### src/common/doorbell_pkg.sv
package doorbell_pkg;
  localparam int unsigned clk_freq_hz = 250_000_000;
  localparam int unsigned tick_1ms_ms = 1;
  localparam int unsigned tick_200ms_ms = 200;
  localparam int unsigned tick_500ms_ms = 500;
  localparam int unsigned tick_5s_ms = 5000;
  localparam int unsigned ms_cycles = clk_freq_hz / 1000;
  localparam int unsigned debounce_ms = 20;
  localparam int unsigned power_settle_ms = 1;
  localparam int unsigned reset_hold_ms = 1;
  localparam int unsigned init_wait_ms = 200;
  localparam int unsigned baud_rate = 115_200;
  localparam int unsigned baud_cycles = clk_freq_hz / baud_rate;
  localparam int unsigned msg_len = 4;
  localparam logic [7:0] msg_bytes [msg_len] = '{8'ha5, 8'h5a, 8'hd0, 8'h01};
  localparam int unsigned init_len = 2;
  localparam logic [7:0] init_bytes [init_len] = '{8'hc3, 8'h00};
  localparam int unsigned blink_toggles = tick_5s_ms / tick_500ms_ms;
  localparam logic [9:0] adc_low_threshold = 10'h3b6;
  localparam logic led_off_level = 1'b1;
  localparam logic led_on_level = 1'b0;

  typedef struct packed {
    logic led_n;
    logic radio_power;
    logic radio_reset_n;
  } radio_ctrl_type;

  typedef struct packed {
    logic valid;
    logic [9:0] value;
  } adc_result_type;
endpackage

### src/core/uart_tx.sv
`timescale 1ns/1ps
module uart_tx #(
  parameter int unsigned baud_div = 2170
) (
  input wire logic ref_clk,
  input wire logic rst_n,
  input wire logic start,
  input wire logic [7:0] data,
  output logic busy,
  output logic tx_line
);
  logic [15:0] baud_reg;
  logic [3:0] bit_reg;
  logic [9:0] shift_reg;

  // frame: start bit, 8 data lsb first, stop bit
  always_ff @(posedge ref_clk) begin
    if (!rst_n) begin
      busy <= 1'b0;
      tx_line <= 1'b1;
      baud_reg <= 16'h0000;
      bit_reg <= 4'h0;
      shift_reg <= 10'h3ff;
    end else if (!busy) begin
      tx_line <= 1'b1;
      if (start) begin
        busy <= 1'b1;
        shift_reg <= {1'b1, data, 1'b0};
        baud_reg <= 16'h0000;
        bit_reg <= 4'h0;
        tx_line <= 1'b0;
      end
    end else if (baud_reg == 16'(baud_div - 1)) begin
      baud_reg <= 16'h0000;
      if (bit_reg == 4'h9) begin
        busy <= 1'b0;
        tx_line <= 1'b1;
      end else begin
        bit_reg <= bit_reg + 4'h1;
        shift_reg <= {1'b1, shift_reg[9:1]};
        tx_line <= shift_reg[1];
      end
    end else begin
      baud_reg <= baud_reg + 16'h0001;
    end
  end
endmodule

### src/core/doorbell_transmit_sequencer.sv
`timescale 1ns/1ps
module doorbell_transmit_sequencer #(
  parameter int unsigned tick_div = doorbell_pkg::ms_cycles,
  parameter int unsigned debounce_ticks = doorbell_pkg::debounce_ms,
  parameter int unsigned baud_div = doorbell_pkg::baud_cycles
) (
  input wire logic ref_clk,
  input wire logic rst_n,
  input wire logic key_interrupt_input,
  input wire logic key_input_pin,
  input wire doorbell_pkg::adc_result_type adc_result,
  input wire logic radio_serial_rx_line,
  output logic led_drive_pin,
  output logic radio_power_switch_pin,
  output logic radio_reset_pin,
  output logic radio_serial_tx_line,
  output logic adc_start
);
  import doorbell_pkg::*;

  typedef enum {st_init, st_sleep, st_debounce, st_power, st_reset,
    st_boot, st_send, st_held, st_check, st_blink} state_type;
  state_type state_reg;

  logic [17:0] ms_div_reg;
  logic tick_1ms;
  logic [7:0] cnt200_reg;
  logic [8:0] cnt500_reg;
  logic [12:0] cnt5s_reg;
  logic tick_200ms, tick_500ms, tick_5s;
  logic [15:0] wait_reg;
  logic [2:0] byte_reg;
  logic init_phase_reg;
  logic resend_done_reg;
  logic [4:0] blink_reg;
  logic run;
  logic tx_start, tx_busy, tx_line;
  logic [7:0] tx_data;
  logic low_batt_reg;
  logic rx_sync_reg;

  // ticks only run while awake, so the tick counters sit at zero in sleep
  assign run = (state_reg != st_sleep) && (state_reg != st_init);

  always_ff @(posedge ref_clk) begin
    if (!rst_n || !run) begin
      ms_div_reg <= 18'h00000;
      tick_1ms <= 1'b0;
    end else if (ms_div_reg == 18'(tick_div - 1)) begin
      ms_div_reg <= 18'h00000;
      tick_1ms <= 1'b1;
    end else begin
      ms_div_reg <= ms_div_reg + 18'h00001;
      tick_1ms <= 1'b0;
    end
  end

  // slower channels chained off the 1 ms enable
  always_ff @(posedge ref_clk) begin
    if (!rst_n || !run) begin
      cnt200_reg <= 8'h00;
      cnt500_reg <= 9'h000;
      cnt5s_reg <= 13'h0000;
    end else if (tick_1ms) begin
      cnt200_reg <= tick_200ms ? 8'h00 : cnt200_reg + 8'h01;
      cnt500_reg <= tick_500ms ? 9'h000 : cnt500_reg + 9'h001;
      cnt5s_reg <= (tick_5s || !key_input_pin || state_reg != st_held) ?
        13'h0000 : cnt5s_reg + 13'h0001;
    end
  end
  // one-cycle pulses: counts sit still between 1 ms enables
  assign tick_200ms = tick_1ms && cnt200_reg == 8'(tick_200ms_ms - 1);
  assign tick_500ms = tick_1ms && cnt500_reg == 9'(tick_500ms_ms - 1);
  assign tick_5s = tick_1ms && cnt5s_reg == 13'(tick_5s_ms - 1);

  // rx only kept registered; module replies are not needed to ring
  always_ff @(posedge ref_clk) begin
    if (!rst_n) rx_sync_reg <= 1'b1;
    else rx_sync_reg <= radio_serial_rx_line;
  end

  assign tx_data = init_phase_reg ? init_bytes[byte_reg[0]] :
    msg_bytes[byte_reg[1:0]];
  assign tx_start = (state_reg == st_send) && !tx_busy;

  uart_tx #(.baud_div(baud_div)) u_tx (
    .ref_clk(ref_clk),
    .rst_n(rst_n),
    .start(tx_start),
    .data(tx_data),
    .busy(tx_busy),
    .tx_line(tx_line)
  );

  always_ff @(posedge ref_clk) begin
    if (!rst_n) begin
      state_reg <= st_init;
      wait_reg <= 16'h0000;
      byte_reg <= 3'h0;
      init_phase_reg <= 1'b1;
      resend_done_reg <= 1'b0;
      blink_reg <= 5'h00;
      low_batt_reg <= 1'b0;
      adc_start <= 1'b0;
    end else begin
      adc_start <= 1'b0;
      unique case (state_reg)
        st_init: state_reg <= st_sleep;
        st_sleep: begin
          if (key_interrupt_input) begin
            state_reg <= st_debounce;
            wait_reg <= 16'h0000;
          end
        end
        st_debounce: begin
          if (!key_input_pin) state_reg <= st_sleep;
          else if (tick_1ms) begin
            if (wait_reg == 16'(debounce_ticks - 1))
              state_reg <= st_power;
            wait_reg <= wait_reg + 16'h0001;
          end
        end
        st_power: if (tick_1ms) state_reg <= st_reset;
        st_reset: begin
          if (tick_1ms) begin
            state_reg <= st_boot;
            wait_reg <= 16'h0000;
          end
        end
        st_boot: begin
          if (tick_200ms) begin
            state_reg <= st_send;
            byte_reg <= 3'h0;
            init_phase_reg <= 1'b1;
          end
        end
        st_send: begin
          if (tx_start) begin
            if (init_phase_reg && byte_reg == 3'(init_len - 1)) begin
              init_phase_reg <= 1'b0;
              byte_reg <= 3'h0;
            end else if (!init_phase_reg &&
                byte_reg == 3'(msg_len - 1)) begin
              state_reg <= st_held;
            end else begin
              byte_reg <= byte_reg + 3'h1;
            end
          end
        end
        st_held: begin
          if (!tx_busy && !key_input_pin) begin
            state_reg <= st_check;
            adc_start <= 1'b1;
          end else if (tick_5s && !resend_done_reg) begin
            resend_done_reg <= 1'b1;
            state_reg <= st_send;
            byte_reg <= 3'h0;
          end
        end
        st_check: begin
          if (adc_result.valid) begin
            low_batt_reg <= adc_result.value < adc_low_threshold;
            blink_reg <= 5'h00;
            resend_done_reg <= 1'b0;
            state_reg <= (adc_result.value < adc_low_threshold) ?
              st_blink : st_sleep;
          end
        end
        st_blink: begin
          if (tick_500ms) begin
            blink_reg <= blink_reg + 5'h01;
            if (blink_reg == 5'(blink_toggles - 1))
              state_reg <= st_sleep;
          end
        end
        default: state_reg <= st_sleep;
      endcase
    end
  end

  always_ff @(posedge ref_clk) begin
    if (!rst_n) begin
      led_drive_pin <= led_off_level;
      radio_power_switch_pin <= 1'b0;
      radio_reset_pin <= 1'b0;
      radio_serial_tx_line <= 1'b1;
    end else begin
      radio_serial_tx_line <= tx_line;
      radio_power_switch_pin <= state_reg inside {st_power, st_reset,
        st_boot, st_send, st_held};
      radio_reset_pin <= state_reg inside {st_boot, st_send, st_held};
      if (state_reg == st_blink)
        led_drive_pin <= blink_reg[0] ? led_on_level : led_off_level;
      else if (state_reg inside {st_power, st_reset, st_boot, st_send,
          st_held})
        led_drive_pin <= key_input_pin ? led_on_level : led_off_level;
      else
        led_drive_pin <= led_off_level;
    end
  end

  a_sleep_radio_off: assert property (
    @(posedge ref_clk) disable iff (!rst_n)
    state_reg == st_sleep |=> !radio_power_switch_pin)
    else $error("radio powered in sleep");
  a_wake_on_int: assert property (
    @(posedge ref_clk) disable iff (!rst_n)
    state_reg == st_sleep && key_interrupt_input |=> state_reg == st_debounce)
    else $error("interrupt did not wake");
  a_init_to_sleep: assert property (
    @(posedge ref_clk) disable iff (!rst_n)
    state_reg == st_init |=> state_reg == st_sleep)
    else $error("init did not sleep");
  a_led_active_low: assert property (
    @(posedge ref_clk) disable iff (!rst_n)
    state_reg == st_sleep ##1 state_reg == st_sleep |-> led_drive_pin)
    else $error("led lit in sleep");
  a_led_off_release: assert property (
    @(posedge ref_clk) disable iff (!rst_n)
    state_reg == st_held && !key_input_pin |=> led_drive_pin)
    else $error("led stayed on after release");
  // reset may only be let go once the supply is already on
  a_reset_after_pwr: assert property (
    @(posedge ref_clk) disable iff (!rst_n)
    $rose(radio_reset_pin) |-> radio_power_switch_pin)
    else $error("reset released without power");
  a_debounce_abort: assert property (
    @(posedge ref_clk) disable iff (!rst_n)
    state_reg == st_debounce && !key_input_pin |=> state_reg == st_sleep)
    else $error("bouncing key accepted");
  a_tick_period: assert property (
    @(posedge ref_clk) disable iff (!rst_n)
    tick_1ms && run |=> !tick_1ms)
    else $error("1 ms tick wider than one cycle");
  a_low_batt_blink: assert property (
    @(posedge ref_clk) disable iff (!rst_n)
    state_reg == st_check && adc_result.valid &&
    adc_result.value < adc_low_threshold |=> state_reg == st_blink)
    else $error("low battery not flagged");
  a_blink_low_batt: assert property (
    @(posedge ref_clk) disable iff (!rst_n)
    state_reg == st_blink |-> low_batt_reg)
    else $error("blink without low battery");
  c_wake: cover property (@(posedge ref_clk) state_reg == st_debounce);
  c_send: cover property (@(posedge ref_clk) state_reg == st_held);
  c_resend: cover property (@(posedge ref_clk) resend_done_reg);
  c_blink: cover property (@(posedge ref_clk) state_reg == st_blink);
  c_radio_idle: cover property (@(posedge ref_clk) radio_power_switch_pin &&
    rx_sync_reg);
endmodule

### config.mk
export PLATFORM = sky130hd
export DESIGN_NAME = doorbell_transmit_sequencer
export DESIGN_NICKNAME = d
export VERILOG_FILES = /design/src/common/doorbell_pkg.sv /design/src/core/uart_tx.sv /design/src/core/doorbell_transmit_sequencer.sv
export SDC_FILE = /design/constraint.sdc
export NUM_CORES = 1
export LEC_CHECK = 0
export ABC_AREA = 1
export BUFFER_PORTS_ARGS = -buffer_cell sky130_fd_sc_hd__clkbuf_2
export CORE_ASPECT_RATIO = 0.6
export CORE_MARGIN = 2
export CORE_UTILIZATION = 57
export DETAILED_ROUTE_END_ITERATION = 10
export GPL_ROUTABILITY_DRIVEN = 0
export PLACE_DENSITY = 0.72
export SLEW_MARGIN = 0
export SYNTH_ARGS = -nofsm -noshare
export SYNTH_HDL_FRONTEND = slang
export SYNTH_SLANG_ARGS = --single-unit
### constraint.sdc
create_clock -name ref_clk -period 3.7 [get_ports ref_clk]
set_input_delay 0.37 -clock ref_clk [delete_from_list [all_inputs] [get_ports ref_clk]]
set_output_delay 0.37 -clock ref_clk [all_outputs]
set_load 0.05 [all_outputs]
-- Word level (Yosys, flattened, before mapping)
Cells that the tools add are included.
- flip-flop bits (word level): 144
- latch bits: 0
- bits in writable memories: 0
- memory bits (read-only): 0
- input bits: 16
- output and inout port bits: 5
- logic and storage cells: 189
- memories kept: 0
- $add $sub $neg: 9
- $mul: 0
- divide/modulo/power cells: 0
- order comparisons: 3
- eq/ne operators: 44
- shifts and indexed selects: 0
- muxes and demuxes: 75
- bitwise gates (word level): 2
- reductions and logical operators: 35
- operators by type and width (kind ; count):
    $mux 32 ; 15
    $pmux 32 s9 ; 1
    $eq 32x3->1 const B ; 4
    $mux 16 ; 7
    $eq 32x4->1 const B ; 3
    $eq 32x2->1 const B ; 2
    $mux 8 ; 7
    $pmux 16 s3 ; 1
    $mux 10 ; 4
    $ne 2x2->1 const B ; 17
    $add 16x1->16 const B ; 2
    $eq 32x1->1 const B ; 1
    $eq 32x5->1 const B ; 1
    $ne 32x2->1 const B ; 1
    $ne 32x4->1 const B ; 1
    $reduce_bool 32->1 ; 1
    $mux 1 ; 20
    $mux 4 ; 5
    $add 18x1->18 const B ; 1
    $eq 18x18->1 const B ; 1
    $mux 3 ; 6
    $bmux 8 s2 ; 1
    $eq 16x12->1 const B ; 1
    $eq 16x5->1 const B ; 1
    38 further kinds ; 64

-- Depth between registers and ports, before layout
Gate-level depths: netlist of run 1.
- word-level depth: 7
- mapped depth: 13
- depth with buffers taken out: 12

-- Modules after synthesis
Synthesis of run 1 repeated with hierarchy kept, for this count alone.
- cell total of the unflattened synthesis: 958
- area, all modules: 6329.8 um^2
- by module, submodules not included (module ; times used ; cells each ; area an instance (um^2) ; seq. area each (um^2)):
    doorbell_transmit_sequencer ; 1 ; 698 ; 4611.9 ; 1681.6
    uart_tx ; 1 ; 260 ; 1717.9 ; 600.6

-- Worst setup path before layout of run 1
OpenSTA, ideal clock, no wires.
- path type: flip-flop to flip-flop
- from: reg ms_div_reg[0]
- to: reg ms_div_reg[14]
- library setup time: 0.120 ns
- arrival: 1.395 ns
- data required time: 3.580 ns
- slack: 2.185 ns
- stages on the path, launching flop included: 10
- buffers on the path: 1
- period minus slack after synthesis: 1.515 ns
- path through: dfxtp_1 -> ha_1 -> nand2_1 -> inv_1 -> nand2_1 -> nor2_1 -> nand4_1 -> nand2_1 -> buf_2 -> a21oi_1
- cells in the longest elaborated chain, start to end: 2
- elaborated cells between the ends (all ways): 3
- classes of those cells: 1 x add/sub; 1 x eq/ne; 1 x reduce/logical
- ends and longest elaborated chain (what ; line ; source):
    start: declaration ; doorbell_transmit_sequencer.sv:25 ; logic [17:0] ms_div_reg;
    start signal: assignment ; doorbell_transmit_sequencer.sv:53 ; ms_div_reg <= ms_div_reg + 18'h00001;
    branches (longest 2 deep; another with $add 18x1->18) ; - ;
Several ways; the timed one is not identified.
A chain may end at the register's enable or synchronous reset.

-- Worst setup path after layout of run 1
- from: reg u_tx.busy
- to: reg u_tx.baud_reg[4]
- cells in the longest elaborated chain, start to end: 3
- elaborated cells between the ends (all ways): 4
- classes of those cells: 1 x mux; 3 x reduce/logical
- ends and longest elaborated chain (what ; line ; source):
    start: declaration ; uart_tx.sv:9 ; output logic busy,
    start signal: assignment ; uart_tx.sv:19 ; busy <= 1'b0;
    start signal: assignment ; uart_tx.sv:27 ; busy <= 1'b1;
    start signal: assignment ; uart_tx.sv:36 ; busy <= 1'b0;
    $logic_not 1->1 ; - ;
    $logic_and 1x1->1 ; doorbell_transmit_sequencer.sv:84 ; assign tx_start = (state_reg == st_send) && !tx_busy;
    $reduce_bool 2->1 (no line) ; - ;
    end signal: assignment ; uart_tx.sv:44 ; baud_reg <= baud_reg + 16'h0001;
    end: declaration ; uart_tx.sv:12 ; logic [15:0] baud_reg;
Several ways; a longest one is shown, not always the timed one.

==> impl_metrics.csv, run 1 <==
group,metric,value,unit
outcome,run_status,"completed",
min_path,hp-class,"in2reg",
timing,grt_setup_unrepaired,"false",
pwr,design_power_total,3.65,mW
logic_synthesis,yosysWarningCount,0,
cts,clock-sinks,114,
worst_setup_path,critical_path.cell_chain,"nand2_2 -> inv_1 -> o21ai_1 -> nor3b_1",
global_routing,grt-ovfl-total,0,
cts,clock_buffer_count_from_cts,17,
drt,remaining_drc_errors,0,
worst_setup_path,cp_top_family,"flip-flops",
worst_setup_path,critical_path_buf_inv_count,1,
floorplanning,floorplan.initialDensity,58.2,%
run,max_cap_violations,0,
global_routing,grt_antenna_before_repair,0,
cts,clockBufferDepth,2,
cts,cts-hold-fix-buffers,0,
cts,cts_resized,0,
logic_synthesis,synth_xor_xnor_area_share,4.45,%
logic_synthesis,yosys.cell_types.count,47,
cells_and_area,area_growth,11.7,%
logic_synthesis,post-synth-top-area-cell,"sky130_fd_sc_hd__dfxtp_1",
pwr,power.leakage,2.58,nW
cells_and_area,finished_layout_cell_area,6810,um2
placement,port_buffers,18,
timing,report.final.hold_viol_count,0,
worst_setup_path,timing.setup.critical_path_class,"reg2reg",
cells_and_area,nets,948,
cells_and_area,final_cell_count_no_fill,1064,
timing,min_period_over_period,54.8,%
logic_synthesis,synth.top_cell.area_share,37.4,%
floorplanning,die_ar,11600,um2
timing,final_count_of_pins_violating_max_slew,0,
floorplanning,fp.coreArea,10500,um2
global_routing,grt_start_max_net_pins,29,
logic_synthesis,synth.top_cells.by_area,"sky130_fd_sc_hd__dfxtp_1 (37%), sky130_fd_sc_hd__nand2_1 (11%), sky130_fd_sc_hd__nor2_1 (10%), sky130_fd_sc_hd__inv_1 (6.5%), sky130_fd_sc_hd__nand3_1 (5.4%)",
pwr,irDropWorstVdd,383,uV
global_routing,grt_first_pass_wirelength,24100,um
logic_synthesis,synth_fa_ha_area_share,3.28,%
global_routing,grt_pass1_vias,5275,
timing,maxSlewHeadroom,47.9,%
timing,fin_skew,0.00770,ns
floorplanning,floorplan.io_pins,21,
cts,tritoncts,"yes",
worst_setup_path,setup_slack_of_the_most_critical_reg_to_reg_path,1.67,ns
timing,totalNegativeSetupSlack,0,ns
floorplanning,die_height,84.1,um
placement,dpl-instance-area,6270,um2
worst_setup_path,critPathCaptureType,"flip-flop",
logic_synthesis,synth_edf_count,0,
worst_setup_path,critical_path_slowest_stage_cell,"sky130_fd_sc_hd__dfxtp_1",
cells_and_area,num_antenna_cells,0,
timing,achievable-frequency,493,MHz
worst_setup_path,cp_max_fo,18,
logic_synthesis,synth_compound_area_share,10.6,%
cells_and_area,layout_cell_share_with_drive_strength_beyond_1,8.54,%
floorplanning,dieWidth,138,um
placement,post-place-cells,1036,
logic_synthesis,syn_avg_cell_area,6.82,um2
logic_synthesis,synthesis.instances,895,
drt,1st_iter_drt_viols,496,
drt,detailedRoute.firstPassIterationCount,7,
logic_synthesis,area_of_the_mapped_netlist,6100,um2
cts,path_clk_slew,0.05,ns
drt,dr_total_vias,5790,
cells_and_area,largest_register_ffs,18,
worst_setup_path,worst-endpoint-arrival,2.34,ns
logic_synthesis,synth_top_flop_cell,"sky130_fd_sc_hd__dfxtp_1",
timing,layout_min_cycle_time,2.03,ns
worst_setup_path,crit_path_start_kind,"flip-flop",
worst_setup_path,critical_path_s_largest_stage_delay,0.82,ns
logic_synthesis,synth-async-reset-ratio,0,%
drt,drt-wirelength-per-cell,13.4,um
drt,totalWireLength,14300,um
cts,clock_tree.htree_level_count,4,
logic_synthesis,yosysSeqAreaShare,37.4,%
logic_synthesis,simple_logic_cell_fraction_of_the_synthesized_area,35.5,%
placement,post-dp-hpwl,10300,um
cts,cts_setup_buffers,0,
worst_setup_path,data_required_time_of_the_critical_path,4.02,ns
cts,cts.root.buffer_cell,"sky130_fd_sc_hd__clkbuf_16",
drt,viasPerCell,5.44,
logic_synthesis,yosys-mux-area-fraction,0,%
timing,hold_slack,0.381,ns
pwr,power_density,536,nW/um2
logic_synthesis,synth_top_family_by_area,"simple AND/OR/NAND/NOR gates",
cts,clock_latency,0.41,ns
drt,antenna_violating_nets_post_route,0,
logic_synthesis,ys_seq_elements,114,
timing,worstMarginPinSlew,0.781,ns
global_routing,grt_overall_usage,26.2,%
timing,finalSetupViolations,0,
floorplanning,rows,29,
logic_synthesis,synth.net_count,927,
per-stage QoR:
step                setup slack, ns  util, %
floorplan                      2.19        -
global placement               1.67     59.8
detailed placement             1.64     59.8
CTS                            1.69     65.0
global route                   1.48     65.0
finish                         1.67     65.0
synthesized netlist by cell type, drive strengths merged (12+ instances only):
cell,count
nand2,177
nor2,170
dfxtp,114
inv,112
nand3,67
a21oi,52
o21ai,38
nor3,33
xor2,28
nand4,22
ha,16
buf,12
final cells by class:
class                      instances  area, um2
sequential                       114       2280
tap                              139        174
timing repair buffer              21        113
fill                             932       3670
clock buffer                      21        480
clock inverter                     7       60.1
inverter                         112        423
multi-input combinational        650       3280
worst reg2reg max path, stage by stage, from the launching register on:
cell,delay (ns)
sky130_fd_sc_hd__dfxtp_1,0.82
sky130_fd_sc_hd__nand2_2,0.30
sky130_fd_sc_hd__inv_1,0.28
sky130_fd_sc_hd__o21ai_1,0.22
sky130_fd_sc_hd__nor3b_1,0.30
logic make-up after synthesis:
logic type / after synthesis
simple gates: 489
xor+xnor: 31
buf+inv: 131
compound gates: 114
flops: 114
fa+ha+maj: 16
placed cells by master, fill, tap and decap left out, drive strengths merged, types with 6 or more instances in the layout:
master  instances
dfxtp         114
nor4            8
inv           112
xor2           28
nand2         177
nor3b           6
clkinv          6
a21oi          52
ha             16
nor2          170
o21ai          38
clkbuf         39
nor3           33
nand3          67
nand4          22
metal layers:
metal / share of wire, % / global-route usage (%) / vias up
met5: 0 / 0 / -
met4: 1.6 / 8.72 / 0
met3: 6.7 / 6.16 / 25
met2: 41 / 37.8 / 199
met1: 51 / 38.4 / 2620
li1: - / - / 2946
worst paths after layout:
| check | start | to | depth (start not counted) |
|---|---|---|---|
| worst max-delay path | u_tx.busy | u_tx.baud_reg[4] | 4 |
| worst min-delay path | key_input_pin | adc_start | 4 |
| worst max register to register | u_tx.busy | u_tx.baud_reg[4] | 4 |
| worst min register to register | u_tx.tx_line | radio_serial_tx_line | 1 |
report_power, final:
group	internal [mW]	switching, mW
registers	1.30	0.0849
clock network	0.968	0.542
logic	0.213	0.545
(Power assumes the default switching activity.)
==> run 2: changes to the inputs <==
--- a/config.mk
+++ b/config.mk
@@ -9,10 +9,10 @@
 export BUFFER_PORTS_ARGS = -buffer_cell sky130_fd_sc_hd__clkbuf_2
 export CORE_ASPECT_RATIO = 0.6
 export CORE_MARGIN = 2
-export CORE_UTILIZATION = 57
+export CORE_UTILIZATION = 56
 export DETAILED_ROUTE_END_ITERATION = 10
 export GPL_ROUTABILITY_DRIVEN = 0
-export PLACE_DENSITY = 0.72
+export PLACE_DENSITY = 0.74
 export SLEW_MARGIN = 0
 export SYNTH_ARGS = -nofsm -noshare
 export SYNTH_HDL_FRONTEND = slang
==> constraint.sdc (replaced) <==
create_clock -name ref_clk -period 1.75 [get_ports ref_clk]
set_input_delay 0.175 -clock ref_clk [delete_from_list [all_inputs] [get_ports ref_clk]]
set_output_delay 0.175 -clock ref_clk [all_outputs]
set_load 0.05 [all_outputs]
==> run 2 against run 1 <==
Utilization grew 5.0 points; clock power grew 140%; global-route usage grew 0.094 points.
==> impl_metrics.csv, run 2 (synthesis gave the netlist of run 1 again) <==
group,metric,value,unit
timing,layout_min_cycle_time,1.70,ns
worst_setup_path,crit_path_start_kind,"flip-flop",
global_routing,grt_first_pass_wirelength,25300,um
floorplanning,floorplan.initialDensity,57.6,%
worst_setup_path,critPathCaptureType,"flip-flop",
cells_and_area,area_growth,21.5,%
global_routing,grt_start_max_net_pins,29,
timing,final_count_of_pins_violating_max_slew,0,
timing,fin_skew,0.0193,ns
floorplanning,die_ar,11800,um2
floorplanning,dieWidth,139,um
outcome,run_status,"completed",
min_path,worst_hold_path.num_cells,4,
drt,dr_total_vias,6110,
cells_and_area,most_frequent_standard_cell_in_the_layout_excluding_fill_and_tap_cells,"sky130_fd_sc_hd__nand2_1",
drt,remaining_drc_errors,0,
cells_and_area,final_core_util,69.9,%
pwr,power.leakage,2.86,nW
pwr,clockPowerShare,41.8,%
timing,maxSlewHeadroom,65.8,%
run,max_cap_violations,0,
worst_setup_path,data_required_time_of_the_critical_path,2.05,ns
timing,worstMarginPinSlew,0.509,ns
cts,path_clk_slew,0.06,ns
placement,post-dp-hpwl,10700,um
cts,cts.root.buffer_cell,"sky130_fd_sc_hd__clkbuf_16",
cts,clock-sinks,114,
worst_setup_path,logic_depth_of_the_worst_path_buffers_included,12,
placement,post-place-cells,1075,
worst_setup_path,critical_path.cell_chain,"ha_4 -> inv_1 -> nor2_1 -> nand2_1 -> nor2_4 -> nand2_1 -> nand2_1 -> nand3_1 -> nor2_4 -> nand3_1 -> nand2_1 -> nor2_1",
timing,achievable-frequency,589,MHz
timing,min_period_over_period,97.1,%
worst_setup_path,worst_r2r_path_depth,12,
worst_setup_path,critical_path_s_largest_stage_delay,0.36,ns
pwr,comb_power_share,24.1,%
worst_setup_path,worst-endpoint-arrival,2.00,ns
placement,port_buffers,18,
cells_and_area,finished_layout_cell_area,7410,um2
worst_setup_path,critical_path_buf_inv_count,1,
drt,totalWireLength,15700,um
cts,clock_buffer_count_from_cts,17,
cts,clock_tree.htree_level_count,4,
global_routing,grt-ovfl-total,0,
drt,1st_iter_drt_viols,555,
drt,detailedRoute.firstPassIterationCount,7,
worst_setup_path,critical_path_slowest_stage_cell,"sky130_fd_sc_hd__dfxtp_4",
pwr,power.share.sequential,34.1,%
cells_and_area,final_cell_count_no_fill,1114,
worst_setup_path,cp_top_family,"simple AND/OR/NAND/NOR gates",
cells_and_area,largest_register_ffs,18,
cts,clockBufferDepth,2,
timing,totalNegativeSetupSlack,0,ns
worst_setup_path,timing.setup.critical_path_class,"reg2reg",
floorplanning,fp.coreArea,10600,um2
cells_and_area,nets,994,
floorplanning,rows,29,
placement,detailedPlace.worstSlack,-0.0997,ns
drt,drt-wirelength-per-cell,14.1,um
pwr,irDropWorstVdd,907,uV
timing,report.final.hold_viol_count,0,
floorplanning,die_height,84.9,um
timing,hold_slack,0.197,ns
cells_and_area,num-fill-cells,858,
pwr,p_int,5.77,mW
cts,clock_latency,0.42,ns
floorplanning,floorplan.io_pins,21,
timing,post_route_setup_slack,0.0513,ns
drt,antenna_violating_nets_post_route,0,
global_routing,grt_antenna_before_repair,0,
pwr,power_density,1150,nW/um2
cts,cts-hold-fix-buffers,0,
global_routing,grt_overall_usage,26.3,%
worst_setup_path,cp_max_fo,4,
pwr,p_sw,2.77,mW
cells_and_area,layout_cell_share_with_drive_strength_beyond_1,16.9,%
placement,dpl-instance-area,6580,um2
global_routing,grt_pass1_vias,5472,
worst_setup_path,critical-path-top-cell-by-count,"sky130_fd_sc_hd__nand2_1",
drt,viasPerCell,5.48,
timing,finalSetupViolations,0,
pwr,power.share.switching,32.4,%
cts,tritoncts,"yes",
min_path,hp-class,"in2reg",
cells_and_area,num_antenna_cells,0,
pwr,design_power_total,8.54,mW
cells_and_area,commonest_cells_after_routing_fill_and_taps_aside,"sky130_fd_sc_hd__nand2_1 (166), sky130_fd_sc_hd__nor2_1 (152), sky130_fd_sc_hd__dfxtp_1 (104), sky130_fd_sc_hd__inv_1 (102), sky130_fd_sc_hd__nand3_1 (64)",
[run 2: layout make-up]
type | count | area [um2] | share of cell area (%)
multi-input combinational | 651 | 3440 | 46.5
clock buffer | 23 | 478 | 6.45
clock inverter | 9 | 129 | 1.74
timing repair buffer | 66 | 463 | 6.25
tap | 139 | 174 | 2.35
inverter | 112 | 423 | 5.71
sequential | 114 | 2300 | 31.0
[run 2: repair_timing]
item                                    in CTS  in global routing
setup buffers                                0                  6
gates cloned                                 0                  1
endpoints found under the setup margin       8                 46
pin swaps                                    0                 12
hold endpoints to repair                     0                  0
resized for setup                            6                 50
[run 2: path summary, 6_finish.rpt]
kind / start / to / slack [ns]
worst max-delay path: wait_reg[1] / state_reg[2] / 0.05
worst min-delay path: key_input_pin / adc_start / 0.20
worst max register to register: wait_reg[1] / state_reg[2] / 0.05
worst min register to register: u_tx.tx_line / radio_serial_tx_line / 0.45
[run 2: metal layers]
metal  up-vias  GRT usage (%)  part of all wire, %
met5         -              0                    0
met4         0           8.82                  1.4
met3        21           6.21                  6.5
met2       221           40.4                   44
met1      2827           36.9                   48
li1       3041              -                    -
[run 2: worst min-delay path, delay by kind of cell]
kind          cells  cell delay [ns]
buf+inv           1             0.14
simple gates      3             0.24
[run 2: power by group through the flow]
stage | combinational (mW) | sequential (mW) | clock, mW
final | 2.05 | 2.91 | 3.57
after global routing | 2.24 | 2.93 | 3.74
after CTS | 1.79 | 2.88 | 3.60
after detailed placement | 1.76 | 2.93 | 0
after global placement | 1.68 | 2.92 | 0
after floorplan | 1.31 | 2.94 | 0
==> run 3: changes to the inputs <==
--- a/config.mk
+++ b/config.mk
@@ -10,6 +10,7 @@
 export CORE_ASPECT_RATIO = 0.6
 export CORE_MARGIN = 2
 export CORE_UTILIZATION = 56
+export CTS_BUF_LIST = sky130_fd_sc_hd__clkbuf_8 sky130_fd_sc_hd__clkbuf_16
 export DETAILED_ROUTE_END_ITERATION = 10
 export GPL_ROUTABILITY_DRIVEN = 0
 export PLACE_DENSITY = 0.74
==> run 3 against run 2 <==
Maximum frequency down 0.33%; sequential cell count unchanged; register-to-register slack about the same; largest cell class unchanged; highest routed layer unchanged.
==> impl_metrics.csv, run 3 (synthesis gave the netlist of run 1 again) <==
group,metric,value,unit
cts,clock_latency,0.42,ns
cells_and_area,final_cell_count_no_fill,1114,
cells_and_area,register_area,2300,um2
pwr,power_density,1150,nW/um2
worst_setup_path,setup_slack_of_the_most_critical_reg_to_reg_path,0.05,ns
timing,achievable-frequency,587,MHz
pwr,power.leakage,2.87,nW
cts,clockBufferDepth,2,
worst_setup_path,cp_max_fo,4,
cts,clock-sinks,114,
placement,port_buffers,18,
floorplanning,floorplan.io_pins,21,
cells_and_area,largest_register_ffs,18,
cells_and_area,area_growth,21.5,%
global_routing,grt_overall_usage,26.3,%
floorplanning,die_ar,11800,um2
pwr,power.share.sequential,34.2,%
worst_setup_path,critical_path.cell_chain,"ha_2 -> nand2_1 -> nor2_2 -> nand3_2 -> nand2_2 -> nand2_4 -> nor2_4 -> nand2_2 -> nor2_4 -> nor2_1 -> nor2_1",
cts,clock_buffer_count_from_cts,17,
worst_setup_path,critPathCaptureType,"flip-flop",
floorplanning,dieWidth,139,um
timing,maxSlewHeadroom,65.9,%
pwr,irDropWorstVdd,909,uV
cells_and_area,layout_cell_share_with_drive_strength_beyond_1,16.9,%
timing,finalSetupViolations,0,
drt,dr_total_vias,6097,
global_routing,grt_start_max_net_pins,29,
cells_and_area,multiInputGateArea,3440,um2
global_routing,grt-ovfl-total,0,
cells_and_area,num-fill-cells,858,
cts,clock_tree.htree_level_count,4,
pwr,clockPowerShare,41.7,%
cells_and_area,nets,994,
timing,worstMarginPinSlew,0.508,ns
pwr,p_sw,2.78,mW
pwr,p_int,5.75,mW
cts,path_clk_slew,0.05,ns
drt,remaining_drc_errors,0,
timing,min_period_over_period,97.4,%
global_routing,grt_pass1_vias,5472,
worst_setup_path,critical_path_slowest_stage_cell,"sky130_fd_sc_hd__dfxtp_2",
drt,viasPerCell,5.47,
placement,post-place-cells,1075,
timing,layout_min_cycle_time,1.70,ns
cts,cts.root.buffer_cell,"sky130_fd_sc_hd__clkbuf_16",
drt,totalWireLength,15700,um
drt,1st_iter_drt_viols,555,
timing,report.final.hold_viol_count,0,
cells_and_area,num_antenna_cells,0,
cts,tritoncts,"yes",
worst_setup_path,timing.setup.critical_path_class,"reg2reg",
floorplanning,fp.coreArea,10600,um2
timing,final_count_of_pins_violating_max_slew,0,
outcome,run_status,"completed",
pwr,power.share.switching,32.6,%
placement,post-dp-hpwl,10700,um
drt,detailedRoute.firstPassIterationCount,5,
global_routing,grt_first_pass_wirelength,25300,um
timing,post_route_setup_slack,0.0456,ns
worst_setup_path,worst-endpoint-arrival,2.04,ns
worst_setup_path,crit_path_start_kind,"flip-flop",
cells_and_area,most_frequent_standard_cell_in_the_layout_excluding_fill_and_tap_cells,"sky130_fd_sc_hd__nand2_1",
run,max_cap_violations,0,
worst_setup_path,critical_path_s_largest_stage_delay,0.34,ns
floorplanning,floorplan.initialDensity,57.6,%
cells_and_area,commonest_cells_after_routing_fill_and_taps_aside,"sky130_fd_sc_hd__nand2_1 (166), sky130_fd_sc_hd__nor2_1 (152), sky130_fd_sc_hd__inv_1 (105), sky130_fd_sc_hd__dfxtp_1 (104), sky130_fd_sc_hd__nand3_1 (64)",
worst_setup_path,data_required_time_of_the_critical_path,2.09,ns
timing,fin_skew,0.0161,ns
floorplanning,die_height,84.9,um
cells_and_area,final_core_util,69.9,%
pwr,comb_power_share,24.1,%
drt,antenna_violating_nets_post_route,0,
timing,totalNegativeSetupSlack,0,ns
floorplanning,rows,29,
min_path,hp-class,"in2reg",
drt,drt-wirelength-per-cell,14.1,um
placement,detailedPlace.worstSlack,-0.0997,ns
global_routing,grt_antenna_before_repair,0,
==> run 3: changes by cell type in the layout (fill, tap and decap cells not counted) <==
cell and change:
sky130_fd_sc_hd__inv_1 +3, sky130_fd_sc_hd__clkbuf_1 -3
==> run 3: layer usage <==
metal  vias to the layer above  track usage (%)  part of all wire (%)
met1                      2815             36.9                    48
met2                       216             40.4                    44
li1                       3040                -                     -
met5                         -                0                     0
met3                        26             6.21                   6.3
met4                         0             8.82                   1.5
==> run 3: worst max-delay path: cells and delay by family (launching register included) <==
kind	cells	cell delay [ns]
simple gates	10	1.11
fa+ha+maj	1	0.19
flops	1	0.34
==> run 3: path summary, 6_finish.rpt <==
kind | cells after the start | to | start
max | 11 | state_reg[3] | cnt200_reg[0]
min | 4 | adc_start | key_input_pin
min reg2reg | 1 | radio_serial_tx_line | u_tx.tx_line
max reg2reg | 11 | state_reg[3] | cnt200_reg[0]
==> run 3: per-stage QoR <==
stage | total power [mW] | hold slack, ns | instance area, um2
floorplan | 4.25 | 0.334 | 6100
global placement | 4.60 | 0.431 | 6580
detailed placement | 4.69 | 0.429 | 6580
CTS | 8.25 | 0.178 | 7210
global route | 8.90 | 0.211 | 7410
finish | 8.53 | 0.197 | 7410
==> run 3: cell type report <==
class	count	area share, %
Inverter	112	5.71
Multi-Input combinational cell	651	46.5
Tap cell	139	2.35
Sequential cell	114	31.0
Timing Repair Buffer	66	6.25
Clock inverter	12	1.89
Clock buffer	20	6.30
==> run 3: power by group through the flow <==
stage          clock (mW)  sequential [mW]  combinational [mW]
2_1_floorplan           0             2.94                1.31
3_3_place_gp            0             2.92                1.68
3_5_place_dp            0             2.93                1.76
4_1_cts              3.58             2.88                1.79
5_1_grt              3.73             2.93                2.24
6_report             3.56             2.91                2.05
==> run 3: what timing repair did <==
action,in CTS,in global routing
endpoints found under the setup margin,8,46
gates cloned,0,1
buffers inserted,0,6
hold buffers,0,0
pin swaps,0,12
gates resized for setup,6,50
